## config.mk

```make
export PLATFORM = sky130hd
export DESIGN_NAME = rhc_top
export DESIGN_NICKNAME = d
export VERILOG_FILES = /design/src/logic/rhc_pkg.sv /design/src/logic/rhc_timebase.sv /design/src/logic/rhc_link_table.sv /design/src/logic/rhc_top.sv
export SDC_FILE = /design/constraint.sdc
export NUM_CORES = 1
export LEC_CHECK = 0
export BUFFER_PORTS_ARGS = -buffer_cell sky130_fd_sc_hd__buf_2
export CORE_ASPECT_RATIO = 1.1
export CORE_UTILIZATION = 44
export DETAILED_ROUTE_END_ITERATION = 10
export PLACE_DENSITY_LB_ADDON = 0.3
export REMOVE_ABC_BUFFERS = 1
export SKIP_LAST_GASP = 1
export SYNTH_ARGS = -nofsm -noshare
export SYNTH_HDL_FRONTEND = slang
export SYNTH_SLANG_ARGS = --single-unit
```

## constraint.sdc

```tcl
create_clock -name hclk -period 2.88 [get_ports hclk]
set_clock_uncertainty 0.05 [all_clocks]
set_input_delay 0.576 -clock hclk [delete_from_list [all_inputs] [get_ports hclk]]
set_output_delay 0.576 -clock hclk [all_outputs]
set_load 0.03 [all_outputs]
```

## src/logic/rhc_pkg.sv

```systemverilog
// Shared constants and types for the heating relay channel controller
package rhc_pkg;
	// Channel and address widths
	localparam int NCH = 4;
	localparam int ADDR_W = 24;
	localparam int MIN_W = 10;
	localparam int PIDLE_W = 5;
	localparam int DUTY_W = 4;
	// Bus register offsets (byte addresses)
	localparam logic [7:0] REG_CTRL = 8'h00;
	localparam logic [7:0] REG_STATUS = 8'h04;
	localparam logic [3:0] REG_LINK_PAGE = 4'h1;
	localparam logic [1:0] HTRANS_NONSEQ = 2'h2;
	// Control register bits
	localparam int CTRL_TS12 = 0;
	localparam int CTRL_TS34 = 1;
	localparam int CTRL_MS = 2;
	localparam int CTRL_COOL = 3;
	localparam int CTRL_ERASE = 4;
	// Status register fields
	localparam int ST_RELAY_LSB = 0;
	localparam int ST_LAMP_LSB = 4;
	localparam int ST_LOST_LSB = 8;
	localparam int ST_PUMP_EN = 12;
	localparam int ST_COOL = 13;
	localparam int ST_TONE = 14;
	localparam int ST_PUMP_STOP = 15;
	// Link entry register bits
	localparam int LNK_VALID = 31;
	localparam int LNK_SLAVE = 30;
	// Timing: clock, second and minute scale figures
	localparam int unsigned CLK_PERIOD_NS = 10;
	localparam int unsigned SEC_NS = 1_000_000_000;
	localparam int unsigned SEC_CYCLES = SEC_NS / CLK_PERIOD_NS;
	localparam logic [5:0] MIN_SEC = 6'h3C;
	localparam logic [PIDLE_W-1:0] PUMP_IDLE_MIN = 5'h0A;
	localparam logic [DUTY_W-1:0] DUTY_ON_MIN = 4'h3;
	localparam logic [DUTY_W-1:0] DUTY_OFF_MIN = 4'h7;
	localparam logic [DUTY_W-1:0] DUTY_PERIOD = DUTY_ON_MIN + DUTY_OFF_MIN;
	localparam logic [MIN_W-1:0] LOSS_MIN = 10'h03C;
	localparam logic [MIN_W-1:0] LONG_LOSS_MIN = 10'h258;
	localparam logic [MIN_W-1:0] IDLE_MAX = 10'h3FF;
	// Decoded radio message from a thermostat transmitter
	typedef struct packed {
		logic [ADDR_W-1:0] src;
		logic heat;
		logic setback;
		logic warmup;
		logic auto_mode;
	} rhc_msg_s;
	// One learned link entry
	typedef struct packed {
		logic valid;
		logic slave;
		logic [ADDR_W-1:0] addr;
	} rhc_link_s;
endpackage : rhc_pkg

```

## src/logic/rhc_timebase.sv

```systemverilog
// Free-running second and minute timebase
`timescale 1ns/10ps
module rhc_timebase #(
	parameter int unsigned SEC_CYC = rhc_pkg::SEC_CYCLES
) (
	input wire logic hclk,
	input wire logic hresetn,
	output logic sec_tick,
	output logic min_tick,
	output logic blink
);
	import rhc_pkg::*;
	typedef struct packed {
		logic [31:0] cyc;
		logic [5:0] sec;
		logic blink;
	} rhc_tb_s;
	rhc_tb_s st_r;
	rhc_tb_s st_nxt;
	// Cycle and second dividers
	always_comb begin
		st_nxt = st_r;
		sec_tick = (st_r.cyc == SEC_CYC - 1);
		min_tick = sec_tick && (st_r.sec == MIN_SEC - 6'h01);
		blink = st_r.blink;
		st_nxt.cyc = sec_tick ? 32'h0 : st_r.cyc + 32'h1;
		if (sec_tick) begin
			st_nxt.sec = min_tick ? 6'h00 : st_r.sec + 6'h01;
			st_nxt.blink = ~st_r.blink;
		end
	end
	always_ff @(posedge hclk or negedge hresetn) begin
		if (!hresetn) begin
			st_r <= '0;
		end else begin
			st_r <= st_nxt;
		end
	end
	property p_sec_range;
		@(posedge hclk) disable iff (!hresetn) st_r.sec < MIN_SEC;
	endproperty
	a_sec_range: assert property (p_sec_range) else $error("second counter out of range");
	property p_min_spacing;
		@(posedge hclk) disable iff (!hresetn) min_tick |=> !min_tick;
	endproperty
	a_min_spacing: assert property (p_min_spacing) else $error("minute tick repeated");
endmodule : rhc_timebase

```

## src/logic/rhc_link_table.sv

```systemverilog
// Learned transmitter address table with registered read port
`timescale 1ns/10ps
module rhc_link_table (
	input wire logic hclk,
	input wire logic hresetn,
	input wire logic we,
	input wire logic [1:0] widx,
	input wire logic [31:0] wdata,
	input wire logic erase,
	input wire logic [1:0] ridx,
	output logic [31:0] rdata,
	input wire logic [rhc_pkg::ADDR_W-1:0] src,
	output logic [rhc_pkg::NCH-1:0] valid,
	output logic [rhc_pkg::NCH-1:0] slave,
	output logic [rhc_pkg::NCH-1:0] match
);
	import rhc_pkg::*;
	typedef struct packed {
		rhc_link_s [NCH-1:0] ent;
		logic [31:0] rdata;
	} rhc_lt_s;
	rhc_lt_s st_r;
	rhc_lt_s st_nxt;
	// Address compare, one per entry
	for (genvar i = 0; i < NCH; i++) begin : g_ent
		assign valid[i] = st_r.ent[i].valid;
		assign slave[i] = st_r.ent[i].slave;
		assign match[i] = st_r.ent[i].valid && (st_r.ent[i].addr == src);
	end
	// Write, erase and read register
	always_comb begin
		st_nxt = st_r;
		st_nxt.rdata = {st_r.ent[ridx].valid, st_r.ent[ridx].slave, 6'h00, st_r.ent[ridx].addr};
		if (we) begin
			st_nxt.ent[widx] = {wdata[LNK_VALID], wdata[LNK_SLAVE], wdata[ADDR_W-1:0]};
		end
		if (erase) begin
			st_nxt.ent = '0;
		end
		rdata = st_r.rdata;
	end
	always_ff @(posedge hclk or negedge hresetn) begin
		if (!hresetn) begin
			st_r <= '0;
		end else begin
			st_r <= st_nxt;
		end
	end
endmodule : rhc_link_table

```

## src/logic/rhc_top.sv

```systemverilog
// Four-channel heating relay controller with AHB-Lite register access
//
// Added by the designer: the AHB-Lite slave port and the register addresses.
`timescale 1ns/10ps
module rhc_top #(
	parameter int unsigned SEC_CYC = rhc_pkg::SEC_CYCLES
) (
	input wire logic hclk,
	input wire logic hresetn,
	input wire logic hsel,
	input wire logic [31:0] haddr,
	input wire logic [1:0] htrans,
	input wire logic hwrite,
	input wire logic [2:0] hsize,
	input wire logic [31:0] hwdata,
	input wire logic hready,
	output logic [31:0] hrdata,
	output logic hreadyout,
	output logic hresp,
	input wire logic msg_valid,
	input wire rhc_pkg::rhc_msg_s msg,
	input wire logic [rhc_pkg::NCH-1:0] btn_ch,
	input wire logic btn_reset,
	output logic [rhc_pkg::NCH-1:0] relay,
	output logic [rhc_pkg::NCH-1:0] lamp,
	output logic tone
);
	import rhc_pkg::*;
	typedef struct packed {
		logic ap_rd;
		logic ap_wr;
		logic [7:0] ap_addr;
		logic rd_done;
		logic [31:0] hrdata;
		logic ts12;
		logic ts34;
		logic ms_en;
		logic cool;
		logic pump_en;
		logic rbtn_q;
		logic [NCH-1:0] heat;
		logic [NCH-1:0] setback;
		logic [NCH-1:0] warm;
		logic [NCH-1:0] auto_mode;
		logic [NCH-1:0][MIN_W-1:0] idle;
		logic [PIDLE_W-1:0] pump_idle;
		logic [DUTY_W-1:0] duty;
		logic [NCH-1:0] relay;
		logic [NCH-1:0] lamp;
		logic tone;
	} rhc_top_s;
	rhc_top_s st_r;
	rhc_top_s st_nxt;
	logic sec_tick;
	logic min_tick;
	logic blink;
	logic lt_we;
	logic lt_erase;
	logic [31:0] lt_rdata;
	logic [NCH-1:0] lk_valid;
	logic [NCH-1:0] lk_slave;
	logic [NCH-1:0] lk_match;
	logic [NCH-1:0] lost;
	logic [NCH-1:0] lost_long;
	logic [NCH-1:0] demand;
	logic [NCH-1:0] tsw;
	logic [NCH-1:0] relay_val;
	logic [NCH-1:0] lamp_val;
	logic duty_on;
	logic pump_stop;
	logic mst_setback;
	logic mst_ok;
	logic link_page;
	logic rbtn_rel;
	logic erase_req;
	logic [31:0] ctrl_word;
	logic [31:0] stat_word;

	rhc_timebase #(
		.SEC_CYC(SEC_CYC)
	) u_tb (
		.hclk(hclk),
		.hresetn(hresetn),
		.sec_tick(sec_tick),
		.min_tick(min_tick),
		.blink(blink)
	);

	rhc_link_table u_lt (
		.hclk(hclk),
		.hresetn(hresetn),
		.we(lt_we),
		.widx(st_r.ap_addr[3:2]),
		.wdata(hwdata),
		.erase(lt_erase),
		.ridx(haddr[3:2]),
		.rdata(lt_rdata),
		.src(msg.src),
		.valid(lk_valid),
		.slave(lk_slave),
		.match(lk_match)
	);

	// Bus response and register decode
	assign hreadyout = !(st_r.ap_rd && !st_r.rd_done);
	assign hresp = 1'b0;
	assign hrdata = st_r.hrdata;
	assign link_page = (st_r.ap_addr[7:4] == REG_LINK_PAGE);
	assign lt_we = st_r.ap_wr && link_page;
	assign rbtn_rel = st_r.rbtn_q && !btn_reset;
	assign erase_req = (st_r.ap_wr && st_r.ap_addr == REG_CTRL && hwdata[CTRL_ERASE]) || (rbtn_rel && btn_ch[0]);
	assign lt_erase = erase_req;
	assign ctrl_word = {27'h0, 1'b0, st_r.cool, st_r.ms_en, st_r.ts34, st_r.ts12};
	assign stat_word = {16'h0, pump_stop, st_r.tone, st_r.cool, st_r.pump_en, lost, st_r.lamp, st_r.relay};

	// Fallback duty and master status
	assign duty_on = (st_r.duty < DUTY_ON_MIN);
	assign pump_stop = (st_r.pump_idle > PUMP_IDLE_MIN);
	assign mst_ok = lk_valid[0] && !lost[0];
	assign mst_setback = st_r.setback[0] && !st_r.warm[0];

	// Per-channel demand, fallback and output selection
	for (genvar i = 0; i < NCH; i++) begin : g_ch
		logic own;
		logic follow;
		logic is_ts;
		logic is_pump;
		assign lost[i] = lk_valid[i] && (st_r.idle[i] >= LOSS_MIN);
		assign lost_long[i] = lk_valid[i] && (st_r.idle[i] >= LONG_LOSS_MIN);
		assign own = lost[i] ? duty_on : st_r.heat[i];
		assign follow = (i != 0) && st_r.ms_en && lk_slave[i] && st_r.auto_mode[i] && mst_ok;
		assign demand[i] = lk_valid[i] && (follow ? (own && !mst_setback) : own);
		assign tsw[i] = st_r.setback[i] && !st_r.warm[i];
		assign is_ts = ((i == 1) && st_r.ts12) || ((i == 3) && st_r.ts34);
		assign is_pump = (i == 3) && st_r.pump_en && !st_r.ts34;
		always_comb begin
			if (is_ts) begin
				relay_val[i] = tsw[(i == 0) ? 0 : i - 1];
				lamp_val[i] = relay_val[i];
			end else if (is_pump) begin
				relay_val[i] = pump_stop;
				lamp_val[i] = !pump_stop;
			end else begin
				relay_val[i] = lk_valid[i] && (demand[i] ^ st_r.cool);
				lamp_val[i] = lost[i] ? blink : relay_val[i];
			end
		end
	end

	// Next-state logic for bus, configuration and channel state
	always_comb begin
		st_nxt = st_r;
		// Address phase capture
		st_nxt.rd_done = st_r.ap_rd && !st_r.rd_done;
		if (hready) begin
			st_nxt.ap_rd = hsel && (htrans == HTRANS_NONSEQ) && !hwrite;
			st_nxt.ap_wr = hsel && (htrans == HTRANS_NONSEQ) && hwrite;
			st_nxt.ap_addr = haddr[7:0];
		end
		// Read data, loaded in the wait cycle
		if (st_r.ap_rd && !st_r.rd_done) begin
			if (st_r.ap_addr == REG_CTRL) begin
				st_nxt.hrdata = ctrl_word;
			end else if (st_r.ap_addr == REG_STATUS) begin
				st_nxt.hrdata = stat_word;
			end else if (link_page && st_r.ap_addr[1:0] == 2'h0) begin
				st_nxt.hrdata = lt_rdata;
			end else begin
				st_nxt.hrdata = 32'h0;
			end
		end
		// Control register write
		if (st_r.ap_wr && st_r.ap_addr == REG_CTRL) begin
			st_nxt.ts12 = hwdata[CTRL_TS12];
			st_nxt.ts34 = hwdata[CTRL_TS34];
			st_nxt.ms_en = hwdata[CTRL_MS];
			st_nxt.cool = hwdata[CTRL_COOL];
		end
		// Learning channel four disables pump logic
		if (lt_we && st_r.ap_addr[3:2] == 2'h3 && hwdata[LNK_VALID]) begin
			st_nxt.pump_en = 1'b0;
		end
		// Buttons sampled at release of the reset button
		st_nxt.rbtn_q = btn_reset;
		if (rbtn_rel && btn_ch[2]) begin
			st_nxt.cool = 1'b1;
		end else if (rbtn_rel && btn_ch[3]) begin
			st_nxt.cool = 1'b0;
		end
		// Message intake and silence counters
		for (int i = 0; i < NCH; i++) begin
			if (msg_valid && lk_match[i]) begin
				st_nxt.heat[i] = msg.heat;
				st_nxt.setback[i] = msg.setback;
				st_nxt.warm[i] = msg.warmup;
				st_nxt.auto_mode[i] = msg.auto_mode;
				st_nxt.idle[i] = '0;
			end else if (min_tick && st_r.idle[i] != IDLE_MAX) begin
				st_nxt.idle[i] = st_r.idle[i] + 10'h001;
			end
		end
		// Duty cycle minute counter
		if (min_tick) begin
			st_nxt.duty = (st_r.duty == DUTY_PERIOD - 4'h1) ? 4'h0 : st_r.duty + 4'h1;
		end
		// Pump idle minutes since last heat demand
		if (|demand[NCH-2:0]) begin
			st_nxt.pump_idle = '0;
		end else if (min_tick && !pump_stop) begin
			st_nxt.pump_idle = st_r.pump_idle + 5'h01;
		end
		// Erasing all links clears channel state and re-arms pump logic
		if (erase_req) begin
			st_nxt.pump_en = 1'b1;
			st_nxt.heat = '0;
			st_nxt.setback = '0;
			st_nxt.warm = '0;
			st_nxt.auto_mode = '0;
			st_nxt.idle = '0;
		end
		// Registered outputs
		st_nxt.relay = relay_val;
		st_nxt.lamp = lamp_val;
		st_nxt.tone = |lost_long;
	end

	always_ff @(posedge hclk or negedge hresetn) begin
		if (!hresetn) begin
			st_r <= '0;
			st_r.pump_en <= 1'b1;
		end else begin
			st_r <= st_nxt;
		end
	end

	assign relay = st_r.relay;
	assign lamp = st_r.lamp;
	assign tone = st_r.tone;

	// Checks on channel behaviour
	property p_addr_filter;
		@(posedge hclk) disable iff (!hresetn)
		msg_valid && !(|lk_match) && !erase_req |=> $stable(st_r.heat);
	endproperty
	a_addr_filter: assert property (p_addr_filter) else $error("unmatched message changed state");
	property p_switch;
		@(posedge hclk) disable iff (!hresetn)
		msg_valid && lk_match[0] && msg.heat && !st_r.cool && !erase_req ##1 !lost[0] && !st_r.cool |=> relay[0];
	endproperty
	a_switch: assert property (p_switch) else $error("channel one relay did not follow heat");
	property p_pump_off;
		@(posedge hclk) disable iff (!hresetn)
		st_r.pump_en && !st_r.ts34 && pump_stop |=> relay[3] && !lamp[3];
	endproperty
	a_pump_off: assert property (p_pump_off) else $error("pump not stopped after idle time");
	property p_pump_disable;
		@(posedge hclk) disable iff (!hresetn)
		lt_we && st_r.ap_addr[3:2] == 2'h3 && hwdata[LNK_VALID] && !erase_req |=> !st_r.pump_en;
	endproperty
	a_pump_disable: assert property (p_pump_disable) else $error("pump logic kept after channel four learned");
	property p_pump_reenable;
		@(posedge hclk) disable iff (!hresetn)
		!st_r.pump_en && !erase_req |=> !st_r.pump_en;
	endproperty
	a_pump_reenable: assert property (p_pump_reenable) else $error("pump logic re-enabled without erase");
	property p_timeswitch;
		@(posedge hclk) disable iff (!hresetn)
		st_r.ts12 && st_r.setback[0] && !st_r.warm[0] |=> relay[1];
	endproperty
	a_timeswitch: assert property (p_timeswitch) else $error("time-switch output not on in setback");
	property p_heat_select;
		@(posedge hclk) disable iff (!hresetn)
		rbtn_rel && btn_ch[3] && !btn_ch[2] |=> !st_r.cool;
	endproperty
	a_heat_select: assert property (p_heat_select) else $error("heating mode not selected");
	property p_duty;
		@(posedge hclk) disable iff (!hresetn)
		st_r.duty < DUTY_PERIOD;
	endproperty
	a_duty: assert property (p_duty) else $error("duty counter out of range");
	// Checks on cooling, master/slave and fallback
	property p_cool_invert;
		@(posedge hclk) disable iff (!hresetn)
		lk_valid[0] && !lost[0] && st_r.cool |=> relay[0] != $past(st_r.heat[0]);
	endproperty
	a_cool_invert: assert property (p_cool_invert) else $error("cooling did not invert channel one");
	property p_pump_cool;
		@(posedge hclk) disable iff (!hresetn)
		st_r.cool && st_r.pump_en && !st_r.ts34 |=> relay[3] == $past(pump_stop);
	endproperty
	a_pump_cool: assert property (p_pump_cool) else $error("pump output inverted in cooling");
	property p_ts_cool;
		@(posedge hclk) disable iff (!hresetn)
		st_r.ts12 && st_r.cool |=> relay[1] == $past(st_r.setback[0] && !st_r.warm[0]);
	endproperty
	a_ts_cool: assert property (p_ts_cool) else $error("time-switch output inverted in cooling");
	property p_slave_follow;
		@(posedge hclk) disable iff (!hresetn)
		st_r.ms_en && lk_valid[1] && lk_slave[1] && st_r.auto_mode[1] && mst_ok && mst_setback
		&& !st_r.ts12 && !st_r.cool |=> !relay[1];
	endproperty
	a_slave_follow: assert property (p_slave_follow) else $error("slave did not follow master setback");
	property p_master_lost;
		@(posedge hclk) disable iff (!hresetn)
		st_r.ms_en && lk_valid[1] && !lost[1] && !mst_ok && st_r.heat[1]
		&& !st_r.ts12 && !st_r.cool |=> relay[1];
	endproperty
	a_master_lost: assert property (p_master_lost) else $error("slave ignored own demand without master");
	property p_nonslave;
		@(posedge hclk) disable iff (!hresetn)
		lk_valid[1] && !lk_slave[1] && !lost[1] && st_r.heat[1] && !st_r.ts12 && !st_r.cool |=> relay[1];
	endproperty
	a_nonslave: assert property (p_nonslave) else $error("non-slave channel followed master");
	property p_fallback;
		@(posedge hclk) disable iff (!hresetn)
		lost[0] && !st_r.cool |=> relay[0] == $past(st_r.duty < DUTY_ON_MIN);
	endproperty
	a_fallback: assert property (p_fallback) else $error("lost channel not on fallback duty");
	property p_lost_lamp;
		@(posedge hclk) disable iff (!hresetn)
		lost[0] |=> lamp[0] == $past(blink);
	endproperty
	a_lost_lamp: assert property (p_lost_lamp) else $error("lost channel lamp not flashing");
	property p_tone;
		@(posedge hclk) disable iff (!hresetn)
		|lost_long |=> tone;
	endproperty
	a_tone: assert property (p_tone) else $error("tone silent during long loss");
	property p_pump_run;
		@(posedge hclk) disable iff (!hresetn)
		st_r.pump_en && !st_r.ts34 && !pump_stop |=> !relay[3] && lamp[3];
	endproperty
	a_pump_run: assert property (p_pump_run) else $error("pump not running while demanded");
endmodule : rhc_top

```

* After elaboration in Yosys (flattened, before gate mapping)
Index checks and enable logic that the tools add are counted.
Word-level totals: bits in latches 0, memories 0, output and inout bits 43, ROM bits 0, flip-flop bits (word level) 287, bits in writable memories 0
Operators by class: shift-type cells 0, equal/unequal tests 15, $lt $le $gt $ge 13, reduce and logical (&&, ||, !) cells 88, div/mod/pow operators 0, bitwise logic cells 5, multiplexer cells 62, add/subtract/negate cells 8, multiply operators 0
Operators with widths (count):
- two-way mux 104 bit | 2
- two-way mux 32 bit | 4
- bitwise mux 104 bit | 1
- equality test 24 bit | 4
- two-way mux 10 bit | 8
- logical AND 1 bit | 61
- two-way mux 56 bit | 1
- binary-select mux 26 bit (select 2 bit) | 1
- demux 26 bit (select 2 bit) | 1
- two-way mux 26 bit | 2
- adder 10 x 1 -> 10 bit, second input constant | 4
- greater-or-equal comparator 10 bit, second input constant | 4
- greater-or-equal comparator 10 x 6 -> 1 bit, second input constant | 4
- inequality test 10 bit, second input constant | 4
- two-way mux 1 bit | 38
- adder 32 x 1 -> 32 bit, second input constant | 1
- equality test 32 x 27 -> 1 bit, second input constant | 1
- nonzero test 3 bit | 5
- nonzero test 2 bit | 7
- logical NOT 1 bit | 10
- two-way mux 5 bit | 2
- equality test 8 x 3 -> 1 bit, second input constant | 1
- logical NOT 8 bit | 1
- adder 6 x 1 -> 6 bit, second input constant | 1
- 18 further kinds | 23

* Longest topological paths before layout
depth in word-level cells 12, mapped depth 10

* Cells and area by module
A second synthesis with hierarchy kept.
Unflattened totals: cells, all modules 1545, area, all modules 15074.5 um^2
Modules (own cells, without submodules):
- rhc_link_table | cells an instance 692, times used 1, area an instance 6789.0 um^2
- rhc_top | cells an instance 627, times used 1, area an instance 6110.9 um^2
- rhc_timebase | cells an instance 226, times used 1, area an instance 2174.6 um^2

* Worst setup path after synthesis
OpenSTA, ideal clock, no wires.
path type flip-flop to flip-flop, from register u_tb.st_r[32] (netlist name), to register st_r[27] (netlist name), path slack -0.164 ns, data arrival time 2.900 ns, clock period less this slack 3.044 ns, library setup time 0.094 ns, buffers on the path 2, data required time 2.736 ns, stages on the path, launching flop included 8, path through dfrtp_1 -> or4b_1 -> or4_4 -> buf_6 -> or4_1 -> buf_2 -> or4_1 -> a211oi_1
Between the ends: longest elaborated chain between the ends 4
Ends and longest elaborated chain:
- from (decl) | line rhc_timebase.sv:18 | rhc_tb_s st_r;
- from (signal assigned) | line rhc_timebase.sv:36 | st_r <= st_nxt;
- equality test 32 x 27 -> 1 bit | line rhc_timebase.sv:23 | sec_tick = (st_r.cyc == SEC_CYC - 1);
- logical AND 1 bit | line rhc_timebase.sv:24 | min_tick = sec_tick && (st_r.sec == MIN_SEC - 6'h01);
- logical AND 1 bit | line rhc_top.sv:198 | end else if (min_tick && st_r.idle[i] != IDLE_MAX) begin
- nonzero test 3 bit (no line)
- to (signal assigned) | line rhc_top.sv:232 | st_r <= st_nxt;
- to (decl) | line rhc_top.sv:52 | rhc_top_s st_r;
Every way passes these cells. A chain may end at the register's enable or synchronous reset.

* Final worst setup path
from register u_tb.st_r[18] (netlist name), to register st_r[54] (netlist name)
Same word-level chain as after synthesis.

==> flow_summary.html <==
<table>
<tr><th>Metric</th><th>Value</th></tr>
<tr><th colspan="2">Status</th></tr>
<tr><td>Result of the run</td><td>finished with violations</td></tr>
<tr><td>Violated checks</td><td>setup timing</td></tr>
<tr><th colspan="2">Power</th></tr>
<tr><td>Leakage dissipation</td><td>7.43 nW</td></tr>
<tr><td>Worst voltage drop across the vdd grid</td><td>424 µV</td></tr>
<tr><td>Pwr dens</td><td>524 mW/mm²</td></tr>
<tr><th colspan="2">Setup path</th></tr>
<tr><td>CP startpoint kind</td><td>register</td></tr>
<tr><td>Slowest cell on the critical path</td><td>or4_4</td></tr>
<tr><td>Worst Setup Path Type</td><td>register to register</td></tr>
<tr><td>Family with the most delay on the worst path</td><td>simple AND/OR/NAND/NOR gates</td></tr>
<tr><td>Critical path capture point type</td><td>register</td></tr>
<tr><td>Data required time of the worst path</td><td>3240 ps</td></tr>
<tr><td>Most common cell on crit path</td><td>or4_4</td></tr>
<tr><td>Number of buffers and inverters on the critical path</td><td>1</td></tr>
<tr><td>Arrival time worst endpoint</td><td>3310 ps</td></tr>
<tr><td>Critical path peak fanout</td><td>17</td></tr>
<tr><td>Crit path cell chain</td><td>or4b_4, or4_4, or3_4, buf_12, or4_4, a211oi_2</td></tr>
<tr><td>Delay of the slowest cell on the worst path</td><td>590 ps</td></tr>
<tr><th colspan="2">Place</th></tr>
<tr><td>Inst Count DP</td><td>2,022</td></tr>
<tr><td>Placement-stage worst setup slack</td><td>-161 ps</td></tr>
<tr><td>Placer Congestion</td><td>0.973</td></tr>
<tr><td>DP Area</td><td>0.0157 mm²</td></tr>
<tr><td>Half-perimeter wire length of the detailed placement result</td><td>29,600 µm</td></tr>
<tr><td>PortBufs</td><td>109</td></tr>
<tr><th colspan="2">Routing</th></tr>
<tr><td>Per-cell routed wire length</td><td>20.6 µm</td></tr>
<tr><td>Final routed wirelength across all metal layers</td><td>43,000 µm</td></tr>
<tr><td>First DRT Iteration DRCs</td><td>1,042</td></tr>
<tr><td>Remaining antenna violation count</td><td>0</td></tr>
<tr><td>Vias per std cell</td><td>5.83</td></tr>
<tr><td>Number of DRC violations after detailed routing</td><td>0</td></tr>
<tr><td>DRT Pass-1 Iters</td><td>6</td></tr>
<tr><td>Via count</td><td>12,200</td></tr>
<tr><th colspan="2">Synthesis</th></tr>
<tr><td>Number of enable-type register cells in the synthesized netlist</td><td>0</td></tr>
<tr><td>Yosys warning count</td><td>0</td></tr>
<tr><td>Share of flip-flops with an asynchronous set or reset</td><td>1.00</td></tr>
<tr><td>Mean Syn Cell Area</td><td>9.52 µm²</td></tr>
<tr><td>Unique masters post-synth</td><td>61</td></tr>
<tr><td>Number of cells produced by synthesis</td><td>1,541</td></tr>
<tr><td>Sequential-to-total area share from yosys stat</td><td>0.479</td></tr>
<tr><td>Netlist Area Pre-Place</td><td>0.0147 mm²</td></tr>
<tr><td>Most used DFF post-synth</td><td>dfrtp_1</td></tr>
<tr><td>Number of register bits inferred by synthesis</td><td>281</td></tr>
<tr><th colspan="2">Timing</th></tr>
<tr><td>Setup total negative slack</td><td>-635 ps</td></tr>
<tr><td>Final Max Slew Viols</td><td>0</td></tr>
<tr><td>Final Hold Viols</td><td>0</td></tr>
<tr><td>Max frequency</td><td>0.339 GHz</td></tr>
<tr><td>Final hold slack</td><td>133 ps</td></tr>
<tr><td>Setup repair after global routing missed its margin</td><td>yes</td></tr>
<tr><td>Max-slew headroom at the worst pin</td><td>0.445</td></tr>
<tr><td>Crit path setup slack, layout</td><td>-68.7 ps</td></tr>
<tr><td>Final period utilization</td><td>1.02</td></tr>
<tr><td>Final-report setup violation count</td><td>14</td></tr>
<tr><td>Minimum clock period</td><td>2950 ps</td></tr>
<tr><td>Slew at the pin closest to its max-slew limit</td><td>832 ps</td></tr>
<tr><th colspan="2">Finish</th></tr>
<tr><td>Number of nets in the layout</td><td>1,759</td></tr>
<tr><td>Fin area</td><td>0.0171 mm²</td></tr>
<tr><td>Non-filler cells, final</td><td>2,090</td></tr>
<tr><td>Layout filler cell count</td><td>2,936</td></tr>
<tr><td>Register Area</td><td>0.00703 mm²</td></tr>
<tr><td>Area grow syn2layout</td><td>16.5%</td></tr>
<tr><td>Multi-input gate area in the final layout</td><td>0.00718 mm²</td></tr>
<tr><td>Share of post-route cells with drive strength above 1</td><td>0.191</td></tr>
<tr><th colspan="2">Floorplanning</th></tr>
<tr><td>Standard cell core area</td><td>0.0325 mm²</td></tr>
<tr><td>Floorplan row count</td><td>69</td></tr>
<tr><td>Initial core utilization</td><td>0.451</td></tr>
<tr><td>Die outline width</td><td>176 µm</td></tr>
<tr><td>DIE HEIGHT</td><td>194 µm</td></tr>
<tr><td>Die outline area</td><td>0.0341 mm²</td></tr>
<tr><td>Top-Level Pins</td><td>151</td></tr>
<tr><th colspan="2">CTS</th></tr>
<tr><td>Insertion delay to the later sink of the worst-skew pair</td><td>520 ps</td></tr>
<tr><td>Clk Tree Root Cell</td><td>clkbuf_16</td></tr>
<tr><td>Deepest clock path buffer count</td><td>3</td></tr>
<tr><td>Clock-pin slew of the registers on the worst-case setup and hold paths</td><td>60 ps</td></tr>
<tr><td>TritonCTS clock tree</td><td>yes</td></tr>
<tr><td>Number of buffers inserted during clock tree synthesis</td><td>34</td></tr>
<tr><td>Number of sinks on the clock net</td><td>281</td></tr>
<tr><td>Number of H-tree branching levels</td><td>2</td></tr>
<tr><th colspan="2">Hold path</th></tr>
<tr><td>Min-Delay Path Class</td><td>primary input to register</td></tr>
<tr><th colspan="2">Flow run</th></tr>
<tr><td>Count of max-cap constraint violations</td><td>0</td></tr>
<tr><th colspan="2">GRT</th></tr>
<tr><td>Largest net degree at the start of global routing</td><td>74</td></tr>
<tr><td>Global-route wire length before repair</td><td>68,300 µm</td></tr>
<tr><td>Via count of the first global-routing pass</td><td>12,100</td></tr>
<tr><td>Global-route total usage across every layer</td><td>0.257</td></tr>
<tr><td>Number of antenna violations at the first check in global routing</td><td>3</td></tr>
<tr><td>GRT overflow</td><td>0</td></tr>
</table>
## registers in the layout (all words and copies together) (netlist names), 4 cells and up
register,cells
hrdata,26
st_r,73
u_lt.st_r,96
u_tb.st_r,38
u_lt.rdata,26
u_lt.valid,4
u_lt.slave,4
lamp,4
relay,4
## logic make-up (layout without fill, tap and decap cells)
logic type,Yosys count,after routing,share of synthesized area
simple gates,632,632,0.211
compound gates,284,284,0.113
flops,281,281,0.479
buf+inv,145,260,0.0482
xor+xnor,142,142,0.0848
mux,44,44,0.0532
fa+ha+maj,12,12,0.0102
other cells,1,9,0.000256
## power breakdown
part | total [W] | internal, W | switching, W
registers | 0.00409 | 0.00402 | 0.0000752
clock network | 0.00422 | 0.00250 | 0.00172
logic | 0.000643 | 0.000201 | 0.000442
total | 0.00896 | 0.00672 | 0.00224
## metal layers
metal / share of wire / wire length, µm / GRT usage
met1: 0.43 / 18400 / 0.345
met2: 0.49 / 21000 / 0.426
met3: 0.056 / 2390 / 0.0366
met5: 0.00040 / 17 / 0
met4: 0.026 / 1130 / 0.0824
## worst paths after layout
| check | startpoint | endpoint | cells after the start | slack [ps] |
|---|---|---|---|---|
| setup / recovery | u_tb.st_r[18] | st_r[54] | 6 | -70 |
| hold / removal | btn_reset | st_r[74] | 1 | 130 |
| setup reg to reg | u_tb.st_r[18] | st_r[54] | 6 | -70 |
| hold reg to reg | u_lt.rdata[21] | hrdata[21] | 2 | 410 |
| max in group asynchronous | hresetn | u_lt.st_r[49] | 3 | 1430 |
| min in group asynchronous | hresetn | st_r[15] | 2 | 580 |
## synthesized netlist by cell type (21+ instances only)
cell type  count  share of area
nand2_1      292          0.075
dfrtp_1      280           0.48
a21oi_1      146          0.050
xor2_1        89          0.053
clkbuf_1      65          0.017
nand3_1       62          0.021
nor2_1        61          0.016
o21ai_0       53          0.018
xnor2_1       53          0.032
nor4_1        51          0.022
buf_4         41          0.021
nand4_1       29          0.012
nor3_1        29         0.0099
inv_1         26         0.0067
mux4_2        26          0.040
or4_1         26          0.013
a211oi_1      23          0.012
o31ai_1       21          0.011
## stage by stage
stage / utilization / power (W)
finish: 0.525 / 0.00896
global route: 0.525 / 0.00924
CTS: 0.522 / 0.00901
detailed placement: 0.483 / 0.00480
global placement: 0.483 / 0.00479
floorplan: - / 0.00442
## layout make-up
class	count	share of cell area
sequential	281	0.412
timing repair buffer	174	0.0666
clock inverter	11	0.00608
antenna	2	0.000293
clock buffer	48	0.0581
inverter	27	0.00593
tap	426	0.0312
multi-input combinational	1121	0.420
## cells in the final DEF, fill, tap and decap left out, drive strengths merged, types with 4 or more instances in the layout
cell,synthesis,routed
mux2i,6,6
nand4b,10,10
o41ai,4,4
nand3,62,62
mux4,26,26
xor2,89,89
dfrtp,280,280
nand2b,4,4
or4,27,27
conb,1,7
xnor2,53,53
nor4,51,51
a22oi,11,11
nand4,29,29
and4,14,14
and3,7,7
nor2,61,61
mux2,12,12
a211oi,23,23
and2,9,9
ha,12,12
buf,53,173
clkinv,1,7
o21ai,53,53
or3,17,17
clkbuf,65,48
nor4b,5,5
nor2b,6,6
nand2,292,292
nor3,29,29
inv,26,28
o31ai,21,21
a21oi,146,146
o311ai,4,4
## what timing repair did
action	CTS	global route
hold endpoints to repair	24	0
hold buffers	1	0
pin swaps	4	18
gates cloned	1	0
gates resized for setup	21	21
endpoints found under the setup margin	19	22
setup buffers	2	4
Power figures use the tool's default switching activity.
